`config.mk`:
```
export PLATFORM = sky130hd
export DESIGN_NAME = dts_top
export DESIGN_NICKNAME = d
export VERILOG_FILES = /design/src/common/dts_pkg.sv /design/src/core/dts_axil_slave.sv /design/src/core/dts_trig_chan.sv /design/src/core/dts_top.sv
export SDC_FILE = /design/constraint.sdc
export NUM_CORES = 1
export LEC_CHECK = 0
export ABC_CLOCK_PERIOD_IN_PS = 3700
export BUFFER_PORTS_ARGS = -buffer_cell sky130_fd_sc_hd__buf_2
export CAP_MARGIN = 20
export CORE_MARGIN = 5
export CORE_UTILIZATION = 45
export CTS_BUF_LIST = sky130_fd_sc_hd__clkbuf_8 sky130_fd_sc_hd__clkbuf_16
export CTS_CLUSTER_DIAMETER = 60
export CTS_CLUSTER_SIZE = 25
export DETAILED_ROUTE_END_ITERATION = 6
export HOLD_SLACK_MARGIN = 0.03
export PLACE_DENSITY = 0.73
export SETUP_SLACK_MARGIN = 0.02
export SLEW_MARGIN = 20
export SYNTH_ARGS = -nofsm -noshare
export SYNTH_HDL_FRONTEND = slang
export SYNTH_SLANG_ARGS = --single-unit
export TNS_END_PERCENT = 5
```
`constraint.sdc`:
```
create_clock -name core_clk -period 3.7 [get_ports core_clk]
set_input_delay 0.74 -clock core_clk [delete_from_list [all_inputs] [get_ports core_clk]]
set_output_delay 0.74 -clock core_clk [all_outputs]
set_load 0.005 [all_outputs]
```
`src/common/dts_pkg.sv`:
```
package dts_pkg;

	// ----------------------------------------------------------------
	// sizes
	// ----------------------------------------------------------------
	localparam int NUM_CHAN = 3;
	localparam int CODE_W = 4;
	localparam int ADDR_W = 8;
	localparam int DATA_W = 32;
	localparam int STRB_W = 4;

	// ----------------------------------------------------------------
	// trigger select codes handled by this block
	// ----------------------------------------------------------------
	localparam logic [3:0] CODE_MULT_READY = 4'hB;
	localparam logic [3:0] CODE_SERIAL_RX = 4'hC;
	localparam logic [3:0] CODE_SERIAL_TX = 4'hD;
	localparam logic [3:0] CODE_CHAIN_DONE = 4'hE;
	localparam logic [3:0] CODE_EXT_TRIG = 4'hF;

	// ----------------------------------------------------------------
	// register map, byte addresses
	// ----------------------------------------------------------------
	localparam logic [7:0] OFS_TRIG_SEL = 8'h00;
	localparam logic [7:0] OFS_DONE = 8'h04;
	localparam logic [7:0] OFS_IRQ_STATUS = 8'h08;
	localparam logic [7:0] OFS_IRQ_MASK = 8'h0C;
	localparam logic [7:0] OFS_REQ_STATUS = 8'h10;

	localparam logic [11:0] TRIG_SEL_RESET = 12'h000;
	localparam logic [2:0] IRQ_MASK_RESET = 3'h0;
	localparam logic [1:0] RESP_OKAY = 2'h0;
	localparam logic [1:0] RESP_SLVERR = 2'h2;

	typedef enum logic [2:0] {
		SRC_NONE,
		SRC_MULT,
		SRC_RX,
		SRC_TX,
		SRC_CHAIN,
		SRC_EXT
	} dts_src_type;

	function automatic dts_src_type decode_src(input logic [3:0] code);
		case (code)
			CODE_MULT_READY: decode_src = SRC_MULT;
			CODE_SERIAL_RX: decode_src = SRC_RX;
			CODE_SERIAL_TX: decode_src = SRC_TX;
			CODE_CHAIN_DONE: decode_src = SRC_CHAIN;
			CODE_EXT_TRIG: decode_src = SRC_EXT;
			default: decode_src = SRC_NONE;
		endcase
	endfunction

	function automatic logic addr_hit(input logic [7:0] addr);
		addr_hit = (addr == OFS_TRIG_SEL) || (addr == OFS_DONE) ||
			(addr == OFS_IRQ_STATUS) || (addr == OFS_IRQ_MASK) ||
			(addr == OFS_REQ_STATUS);
	endfunction

	function automatic logic [31:0] strb_mask(input logic [3:0] strb);
		strb_mask = {{8{strb[3]}}, {8{strb[2]}}, {8{strb[1]}}, {8{strb[0]}}};
	endfunction

endpackage

```
`src/core/dts_axil_slave.sv`:
```
`timescale 1ns/1ps
module dts_axil_slave (
	// clock and reset
	input wire logic core_clk,
	input wire logic rst,
	// axi4-lite write
	input wire logic [7:0] s_axi_awaddr,
	input wire logic s_axi_awvalid,
	output logic s_axi_awready,
	input wire logic [31:0] s_axi_wdata,
	input wire logic [3:0] s_axi_wstrb,
	input wire logic s_axi_wvalid,
	output logic s_axi_wready,
	output logic [1:0] s_axi_bresp,
	output logic s_axi_bvalid,
	input wire logic s_axi_bready,
	// axi4-lite read
	input wire logic [7:0] s_axi_araddr,
	input wire logic s_axi_arvalid,
	output logic s_axi_arready,
	output logic [31:0] s_axi_rdata,
	output logic [1:0] s_axi_rresp,
	output logic s_axi_rvalid,
	input wire logic s_axi_rready,
	// register side
	output logic wr_en,
	output logic [7:0] wr_addr,
	output logic [31:0] wr_data,
	output logic [3:0] wr_strb,
	output logic rd_en,
	output logic [7:0] rd_addr,
	input wire logic [31:0] rd_data
);

	logic aw_have;
	logic w_have;
	logic rd_pend;
	logic aw_hs;
	logic w_hs;
	logic ar_hs;
	logic next_aw_have;
	logic next_w_have;
	logic next_bvalid;
	logic next_rvalid;

	assign aw_hs = s_axi_awvalid && s_axi_awready;
	assign w_hs = s_axi_wvalid && s_axi_wready;
	assign ar_hs = s_axi_arvalid && s_axi_arready;
	// address and data may arrive in either order; commit once both are held
	assign wr_en = aw_have && w_have && !s_axi_bvalid;
	assign rd_en = rd_pend;
	assign next_aw_have = (aw_have || aw_hs) && !wr_en;
	assign next_w_have = (w_have || w_hs) && !wr_en;
	assign next_bvalid = wr_en || (s_axi_bvalid && !s_axi_bready);
	assign next_rvalid = rd_pend || (s_axi_rvalid && !s_axi_rready);

	always_ff @(posedge core_clk) begin
		if (rst) begin
			aw_have <= 1'b0;
			w_have <= 1'b0;
			s_axi_awready <= 1'b0;
			s_axi_wready <= 1'b0;
			s_axi_bvalid <= 1'b0;
			s_axi_bresp <= dts_pkg::RESP_OKAY;
		end else begin
			aw_have <= next_aw_have;
			w_have <= next_w_have;
			s_axi_awready <= !next_aw_have && !next_bvalid;
			s_axi_wready <= !next_w_have && !next_bvalid;
			s_axi_bvalid <= next_bvalid;
			if (wr_en) begin
				s_axi_bresp <= dts_pkg::addr_hit(wr_addr) ?
					dts_pkg::RESP_OKAY : dts_pkg::RESP_SLVERR;
			end
		end
	end

	always_ff @(posedge core_clk) begin
		if (rst) begin
			wr_addr <= 8'h00;
			wr_data <= 32'h00000000;
			wr_strb <= 4'h0;
		end else begin
			if (aw_hs) begin
				wr_addr <= s_axi_awaddr;
			end
			if (w_hs) begin
				wr_data <= s_axi_wdata;
				wr_strb <= s_axi_wstrb;
			end
		end
	end

	always_ff @(posedge core_clk) begin
		if (rst) begin
			rd_pend <= 1'b0;
			rd_addr <= 8'h00;
			s_axi_arready <= 1'b0;
			s_axi_rvalid <= 1'b0;
			s_axi_rdata <= 32'h00000000;
			s_axi_rresp <= dts_pkg::RESP_OKAY;
		end else begin
			rd_pend <= ar_hs;
			s_axi_arready <= !ar_hs && !next_rvalid;
			s_axi_rvalid <= next_rvalid;
			if (ar_hs) begin
				rd_addr <= s_axi_araddr;
			end
			if (rd_pend) begin
				s_axi_rdata <= rd_data;
				s_axi_rresp <= dts_pkg::addr_hit(rd_addr) ?
					dts_pkg::RESP_OKAY : dts_pkg::RESP_SLVERR;
			end
		end
	end

endmodule

```
`src/core/dts_trig_chan.sv`:
```
`timescale 1ns/1ps
module dts_trig_chan (
	// clock and reset
	input wire logic core_clk,
	input wire logic rst,
	// configuration
	input wire logic [3:0] trig_code,
	// trigger sources, already qualified
	input wire logic mult_ready,
	input wire logic serial_rx_go,
	input wire logic serial_tx_go,
	input wire logic chain_done,
	input wire logic ext_trig,
	// transfer engine
	input wire logic chan_start,
	output logic chan_request
);

	dts_pkg::dts_src_type src;
	logic level;
	logic level_prev;

	assign src = dts_pkg::decode_src(trig_code);

	always_comb begin
		case (src)
			dts_pkg::SRC_MULT: level = mult_ready;
			dts_pkg::SRC_RX: level = serial_rx_go;
			dts_pkg::SRC_TX: level = serial_tx_go;
			dts_pkg::SRC_CHAIN: level = chain_done;
			dts_pkg::SRC_EXT: level = ext_trig;
			default: level = 1'b0;
		endcase
	end

	always_ff @(posedge core_clk) begin
		if (rst) begin
			level_prev <= 1'b0;
		end else begin
			level_prev <= level;
		end
	end

	// a rising source posts a request; a new edge in the start cycle wins
	always_ff @(posedge core_clk) begin
		if (rst) begin
			chan_request <= 1'b0;
		end else if (level && !level_prev) begin
			chan_request <= 1'b1;
		end else if (chan_start) begin
			chan_request <= 1'b0;
		end
	end

	a_edge_posts: assert property (@(posedge core_clk) disable iff (rst)
		level && !level_prev |=> chan_request)
		else $error("source edge did not post a request");

	a_none_quiet: assert property (@(posedge core_clk) disable iff (rst)
		src == dts_pkg::SRC_NONE && !chan_request |=> !chan_request)
		else $error("unimplemented code raised a request");

endmodule

```
`src/core/dts_top.sv`:
```
`timescale 1ns/1ps
// How it works
// - tx flag set requests when tx selected
// - tx flag cleared when its transfer starts
// - tx irq enable blocks tx flag trigger
// - rx irq enable blocks rx flag trigger
// - done flags chain: 0 to 1, 1 to 2, 2 to 0
// - chained done flag stays set at start
// - code 1011 triggers on multiplier ready
// - code 1111 triggers on external pin
// - done flag set when size count hits zero
module dts_top (
	// clock and reset
	input wire logic core_clk,
	input wire logic rst,
	// axi4-lite write
	input wire logic [7:0] s_axi_awaddr,
	input wire logic s_axi_awvalid,
	output logic s_axi_awready,
	input wire logic [31:0] s_axi_wdata,
	input wire logic [3:0] s_axi_wstrb,
	input wire logic s_axi_wvalid,
	output logic s_axi_wready,
	output logic [1:0] s_axi_bresp,
	output logic s_axi_bvalid,
	input wire logic s_axi_bready,
	// axi4-lite read
	input wire logic [7:0] s_axi_araddr,
	input wire logic s_axi_arvalid,
	output logic s_axi_arready,
	output logic [31:0] s_axi_rdata,
	output logic [1:0] s_axi_rresp,
	output logic s_axi_rvalid,
	input wire logic s_axi_rready,
	// on-chip peripherals
	input wire logic serial_tx_flag,
	input wire logic serial_tx_irq_enable,
	input wire logic serial_rx_flag,
	input wire logic serial_rx_irq_enable,
	input wire logic mult_ready,
	output logic serial_tx_clear,
	output logic serial_rx_clear,
	// external trigger pin
	input wire logic ext_trigger_in,
	// transfer engine
	input wire logic [2:0] chan_start,
	input wire logic [2:0] count_zero,
	output logic [2:0] chan_request,
	output logic [2:0] chan_done_flag,
	// interrupt
	output logic irq
);

	// ----------------------------------------------------------------
	// register bus
	// ----------------------------------------------------------------
	logic wr_en;
	logic [7:0] wr_addr;
	logic [31:0] wr_data;
	logic [3:0] wr_strb;
	logic rd_en;
	logic [7:0] rd_addr;
	logic [31:0] rd_data;
	logic [31:0] wmask;

	dts_axil_slave u_bus (
		.core_clk(core_clk),
		.rst(rst),
		.s_axi_awaddr(s_axi_awaddr),
		.s_axi_awvalid(s_axi_awvalid),
		.s_axi_awready(s_axi_awready),
		.s_axi_wdata(s_axi_wdata),
		.s_axi_wstrb(s_axi_wstrb),
		.s_axi_wvalid(s_axi_wvalid),
		.s_axi_wready(s_axi_wready),
		.s_axi_bresp(s_axi_bresp),
		.s_axi_bvalid(s_axi_bvalid),
		.s_axi_bready(s_axi_bready),
		.s_axi_araddr(s_axi_araddr),
		.s_axi_arvalid(s_axi_arvalid),
		.s_axi_arready(s_axi_arready),
		.s_axi_rdata(s_axi_rdata),
		.s_axi_rresp(s_axi_rresp),
		.s_axi_rvalid(s_axi_rvalid),
		.s_axi_rready(s_axi_rready),
		.wr_en(wr_en),
		.wr_addr(wr_addr),
		.wr_data(wr_data),
		.wr_strb(wr_strb),
		.rd_en(rd_en),
		.rd_addr(rd_addr),
		.rd_data(rd_data)
	);

	assign wmask = dts_pkg::strb_mask(wr_strb);

	// ----------------------------------------------------------------
	// control registers
	// ----------------------------------------------------------------
	logic [11:0] trig_sel;
	logic [2:0] irq_mask;
	logic [2:0] irq_status;
	logic [2:0] done_wclr;
	logic wr_sel;
	logic wr_mask;
	logic wr_done;
	logic rd_status;

	assign wr_sel = wr_en && wr_addr == dts_pkg::OFS_TRIG_SEL;
	assign wr_mask = wr_en && wr_addr == dts_pkg::OFS_IRQ_MASK;
	assign wr_done = wr_en && wr_addr == dts_pkg::OFS_DONE;
	assign rd_status = rd_en && rd_addr == dts_pkg::OFS_IRQ_STATUS;
	// done flags are write-one-to-clear
	assign done_wclr = wr_done ? (wr_data[2:0] & wmask[2:0]) : 3'h0;

	always_ff @(posedge core_clk) begin
		if (rst) begin
			trig_sel <= dts_pkg::TRIG_SEL_RESET;
		end else if (wr_sel) begin
			trig_sel <= (trig_sel & ~wmask[11:0]) | (wr_data[11:0] & wmask[11:0]);
		end
	end

	always_ff @(posedge core_clk) begin
		if (rst) begin
			irq_mask <= dts_pkg::IRQ_MASK_RESET;
		end else if (wr_mask) begin
			irq_mask <= (irq_mask & ~wmask[2:0]) | (wr_data[2:0] & wmask[2:0]);
		end
	end

	always_comb begin
		rd_data = 32'h00000000;
		case (rd_addr)
			dts_pkg::OFS_TRIG_SEL: rd_data[11:0] = trig_sel;
			dts_pkg::OFS_DONE: rd_data[2:0] = chan_done_flag;
			dts_pkg::OFS_IRQ_STATUS: rd_data[2:0] = irq_status;
			dts_pkg::OFS_IRQ_MASK: rd_data[2:0] = irq_mask;
			dts_pkg::OFS_REQ_STATUS: rd_data[2:0] = chan_request;
			default: rd_data = 32'h00000000;
		endcase
	end

	// ----------------------------------------------------------------
	// trigger sources
	// ----------------------------------------------------------------
	logic ext_meta;
	logic ext_sync;
	logic serial_tx_go;
	logic serial_rx_go;

	// the pin is asynchronous; only the second stage is looked at
	always_ff @(posedge core_clk) begin
		if (rst) begin
			ext_meta <= 1'b0;
			ext_sync <= 1'b0;
		end else begin
			ext_meta <= ext_trigger_in;
			ext_sync <= ext_meta;
		end
	end

	// an enabled serial interrupt keeps the flag for the cpu
	assign serial_tx_go = serial_tx_flag && !serial_tx_irq_enable;
	assign serial_rx_go = serial_rx_flag && !serial_rx_irq_enable;

	// ----------------------------------------------------------------
	// per-channel trigger logic and done flags
	// ----------------------------------------------------------------
	logic [2:0] start_tx;
	logic [2:0] start_rx;

	for (genvar i = 0; i < dts_pkg::NUM_CHAN; i++) begin : g_chan
		logic [3:0] code;
		dts_pkg::dts_src_type src;

		assign code = trig_sel[dts_pkg::CODE_W * i +: dts_pkg::CODE_W];
		assign src = dts_pkg::decode_src(code);
		assign start_tx[i] = chan_start[i] && src == dts_pkg::SRC_TX;
		assign start_rx[i] = chan_start[i] && src == dts_pkg::SRC_RX;

		// previous channel in the ring feeds this one
		dts_trig_chan u_chan (
			.core_clk(core_clk),
			.rst(rst),
			.trig_code(code),
			.mult_ready(mult_ready),
			.serial_rx_go(serial_rx_go),
			.serial_tx_go(serial_tx_go),
			.chain_done(chan_done_flag[(i + dts_pkg::NUM_CHAN - 1) %
				dts_pkg::NUM_CHAN]),
			.ext_trig(ext_sync),
			.chan_start(chan_start[i]),
			.chan_request(chan_request[i])
		);

		// a start never touches the flag; only software clears it
		always_ff @(posedge core_clk) begin
			if (rst) begin
				chan_done_flag[i] <= 1'b0;
			end else if (count_zero[i]) begin
				chan_done_flag[i] <= 1'b1;
			end else if (done_wclr[i]) begin
				chan_done_flag[i] <= 1'b0;
			end
		end

		a_done_sets: assert property (@(posedge core_clk) disable iff (rst)
			count_zero[i] |=> chan_done_flag[i])
			else $error("done flag not set at count zero");

		a_done_holds: assert property (@(posedge core_clk) disable iff (rst)
			chan_done_flag[i] && chan_start[i] && !done_wclr[i]
			|=> chan_done_flag[i] [*1])
			else $error("done flag dropped at transfer start");
	end

	// ----------------------------------------------------------------
	// source flag clearing
	// ----------------------------------------------------------------
	always_ff @(posedge core_clk) begin
		if (rst) begin
			serial_tx_clear <= 1'b0;
			serial_rx_clear <= 1'b0;
		end else begin
			serial_tx_clear <= |start_tx;
			serial_rx_clear <= |start_rx;
		end
	end

	// ----------------------------------------------------------------
	// interrupt
	// ----------------------------------------------------------------
	// reading status clears it, but an event in that cycle survives
	always_ff @(posedge core_clk) begin
		if (rst) begin
			irq_status <= 3'h0;
		end else begin
			irq_status <= (rd_status ? 3'h0 : irq_status) | count_zero;
		end
	end

	// one cycle behind the status bit so the pin comes from a flop
	always_ff @(posedge core_clk) begin
		if (rst) begin
			irq <= 1'b0;
		end else begin
			irq <= |(irq_status & irq_mask);
		end
	end

	// ----------------------------------------------------------------
	// checks
	// ----------------------------------------------------------------
	a_tx_trigger: assert property (@(posedge core_clk) disable iff (rst)
		$rose(serial_tx_flag) && !serial_tx_irq_enable &&
		g_chan[0].src == dts_pkg::SRC_TX && $stable(trig_sel)
		|=> chan_request[0])
		else $error("tx flag did not request channel 0");

	a_tx_clear: assert property (@(posedge core_clk) disable iff (rst)
		chan_start[0] && g_chan[0].src == dts_pkg::SRC_TX
		|=> serial_tx_clear ##1 (!serial_tx_clear || $past(|start_tx)))
		else $error("tx flag clear not pulsed on start");

	a_tx_blocked: assert property (@(posedge core_clk) disable iff (rst)
		serial_tx_irq_enable && g_chan[0].src == dts_pkg::SRC_TX &&
		!chan_request[0] |=> !chan_request[0])
		else $error("tx flag triggered while its irq enabled");

	a_rx_blocked: assert property (@(posedge core_clk) disable iff (rst)
		serial_rx_irq_enable && g_chan[0].src == dts_pkg::SRC_RX &&
		!chan_request[0] |=> !chan_request[0])
		else $error("rx flag triggered while its irq enabled");

	a_chain_wrap: assert property (@(posedge core_clk) disable iff (rst)
		$rose(chan_done_flag[2]) && g_chan[0].src == dts_pkg::SRC_CHAIN &&
		$stable(trig_sel) |=> chan_request[0])
		else $error("channel 2 done did not trigger channel 0");

	a_mult_trigger: assert property (@(posedge core_clk) disable iff (rst)
		$rose(mult_ready) && trig_sel[3:0] == dts_pkg::CODE_MULT_READY &&
		$stable(trig_sel) |=> chan_request[0])
		else $error("multiplier ready did not request");

	a_ext_trigger: assert property (@(posedge core_clk) disable iff (rst)
		$rose(ext_trigger_in) ##0
		(trig_sel[3:0] == dts_pkg::CODE_EXT_TRIG) [*3]
		|=> chan_request[0])
		else $error("external pin did not request in time");

	a_irq_level: assert property (@(posedge core_clk) disable iff (rst)
		$past(|(irq_status & irq_mask)) |-> irq)
		else $error("irq low with unmasked status");

endmodule

```
==> results.md <==
Route:
- The routed length per placed instance is 13.41 um.
- In the routed design, unresolved DRC markers number 0.
- The via count is 2857.
- For this block, the routed nets add up to 7.722 mm of wire.
- The detail route stage leaves a number of antenna-violating nets equal to 0.
- The number of search-and-repair iterations in the first detailed-routing pass is 4.
- After the first detailed-routing iteration, the DRC count stood at 64.
- The detailed-route vias per instance is 4.960.

STA:
- Counting I/O delays and the setup requirement, the final critical path takes 2.098 ns.
- In the final timing run, aggregate negative setup slack is 0 ns.
- Setup repair after global routing left no endpoint under its margin.
- Setup violations remaining at the end of the flow were counted as 0.
- The maximum frequency from static timing analysis is 0.4767 GHz.
- The worst path meets setup with 1.602 ns of slack.
- The max-slew violation count was 0.
- Measured against its own limit, the worst slew margin works out to 46.16%.
- The transition time of the tightest slew-check pin is 0.8015 ns.
- The clock arrives with 0.009525 ns of skew.
- The hold violation count in the final report is 0.
- After layout, the worst path uses 56.70% of the clock period.

Layout:
- The fraction of layout instances using a drive strength above 1 is 21.94%.
- The number of nets in the layout is 540.
- The count of filler cells inserted in the layout is 740.
- The most common cell after layout, fill and taps aside is dfxtp_1.
- The area overhead of the layout relative to synthesis is 15.36%.
- Leaving out filler cells and counting taps, the final layout contains 576.
- In the layout the commonest cells are dfxtp_1, buf_2, nand2_1.
- The repair_antennas step left the layout with diodes totalling 0.

Clock tree:
- The TritonCTS clock tree is done.
- The number of sinks driven by the clock tree is 84.
- Clock tree synthesis inserted a total of 9 buffers.
- No sink is reached through more buffers than the 2 on the longest clock path.
- The number of hold buffers added after cts is 0.
- The register clock-pin slew on the reported worst setup and hold paths is 0.08 ns.
- CTS placed an instance of clkbuf_8 at the clock tree root.
- The H-tree generated during clock tree synthesis spans 3 levels.
- Once the clock tree was built, the setup fixing pass inserted 0 buffers.
- At the later pin of the worst-skew pair, clock insertion delay measures 0.35 ns.
- The post-cts resize count is 0.

Place:
- The total placed cells including tap cells is 560.
- The routability congestion estimate is 0.8091.
- The pre-CTS setup slack is 1.605 ns.
- The post-detailed-placement half-perimeter wirelength is 5.709 mm.
- The count of buffers added on input and output ports is 76.

Synthesis:
- The cell area that synthesis handed to floorplanning was 3520 sq um.
- Yosys printed 0 warnings.
- Synthesis inferred 84 register bits.
- A synthesized cell averages 8.605 sq um.
- Synthesis handed over a netlist of 409 instances.
- The sequential element share of the synthesized area is 47.78%.
- The distinct cell type count of the synthesized netlist is 37.

GRT:
- The number of antenna violations at the first check in global routing came to 0.
- Summed over all layers, the global routing overflow is 0.
- Entering global routing, the biggest net connects 60 pins.
- The via count of the first global-routing pass is 2697.
- The total track usage is 15.85%.
- The first global-routing pass estimated 12.49 mm of wire.

Worst setup path:
- The startpoint type of the worst setup path is a flip-flop.
- The setup path with the least slack is of type reg -> reg.
- STA puts the critical path data arrival time at 2.32 ns.
- The required arrival time at the worst endpoint is 3.92 ns.
- STA classifies the critical path endpoint as a flip-flop.
- The maximum fanout encountered on the critical timing path is 8.

Die:
- The area enclosed by the die boundary is 9690 sq um.
- The number of primary I/O pins is 121.
- The starting utilization of the core area is 45.78%.
- The width of the die is 98.44 um.
- The core region is 7687 sq um.
- The standard-cell row count is 32.
- The height of the die is 98.44 um.

Pwr:
- Power spread over the standard cell area amounts to 454.2 nW/um^2.
- VDD sags by at most 239.8 uV.
- The standby leakage power is 0.001626 uW.

Hold path:
- The path class of the lowest-slack min-delay path is reg -> reg.

Flow run:
- Across the run, the number of max-cap violations was 0.

Status:
- The flow ran to the end, and the final reports show no timing, DRC or antenna violations.
[through the flow]
stage	instance area, sq um	total power (uW)	util (%)	hold WS, ns
floorplan	3598	1080	-	0.3945
global placement	3825	1112	49.76	0.4018
detailed placement	3825	1116	49.76	0.4117
CTS	4060	1858	52.82	0.4234
global route	4060	1920	52.82	0.4372
finish	4060	1844	52.82	0.4204
[where the power goes]
group          total [uW]  switching, uW  internal [uW]
combinational         135           77.8           57.5
sequential            959           26.3            933
clock                 749            316            433
total                1840            420           1420
[critical path: stages, from the launching register on]
cell     delay, ns
dfxtp_1       0.32
or4_4         0.59
nor4_4        0.74
mux2i_1       0.27
nor2_1        0.05
[area by class of cell]
class	instances	area, sq um	share of cell area, %
flip-flops and latches	84	1682	41.42
inverters	5	18.77	0.4623
multi-input cells	292	1609	39.63
repair buffers	77	387.9	9.553
clock inverters	4	70.07	1.726
clock buffers	12	165.2	4.068
well taps	102	127.6	3.143
[Yosys cell counts (all sizes together)]
library cell | n | area share (%)
o21ai | 3 | 0.43
nand2b | 3 | 0.53
a21oi | 50 | 7.1
nor4 | 7 | 2.3
nand2 | 74 | 7.9
or4 | 1 | 0.32
nand4b | 2 | 0.50
a222oi | 1 | 0.28
or3b | 3 | 0.75
dfxtp | 84 | 48
nand3b | 1 | 0.21
inv | 5 | 0.53
or4b | 2 | 0.57
o41ai | 1 | 0.25
and2 | 4 | 0.71
nor4bb | 1 | 0.28
nand4 | 4 | 0.71
a311oi | 8 | 2.0
mux4 | 3 | 1.9
nand3 | 2 | 0.28
clkbuf | 17 | 1.8
o22a | 1 | 0.25
a31oi | 4 | 0.71
mux2i | 18 | 5.1
and3 | 1 | 0.18
nor2 | 51 | 5.4
o31ai | 2 | 0.43
nor2b | 17 | 3.0
and4b | 2 | 0.57
nor3b | 1 | 0.21
nor3 | 3 | 0.43
conb | 1 | 0.11
buf | 32 | 6.4
[layer usage]
metal / global-route usage [%] / share of wire [%] / up-vias
met5: 0 / 0 / -
met3: 4.246 / 7.7 / 4
met2: 25.69 / 48 / 88
met4: 6.408 / 0.51 / 0
met1: 20.07 / 43 / 1309
li1: - / - / 1456
[worst paths after layout]
kind,start,endpoint,slack [ns],cells past startpoint
min reg2reg,g_chan[1].u_chan.level_prev,g_chan[1].u_chan.chan_request,0.42,1
max,u_bus.wr_addr[1],flip-flop,1.60,4
min,g_chan[1].u_chan.level_prev,g_chan[1].u_chan.chan_request,0.42,1
max reg2reg,u_bus.wr_addr[1],flip-flop,1.60,4
[logic make-up (layout without fill, tap and decap cells)]
group           count (synthesis)  in the layout  share of synthesized area [%]
compound gates                 70             70                          11.45
flops                          84             84                          47.78
buf+inv                        54             98                          8.745
mux                            21             21                          7.039
other cells                     1             22                         0.1065
simple gates                  179            179                          24.88
Note: power is estimated with default switching activity, not from simulation.
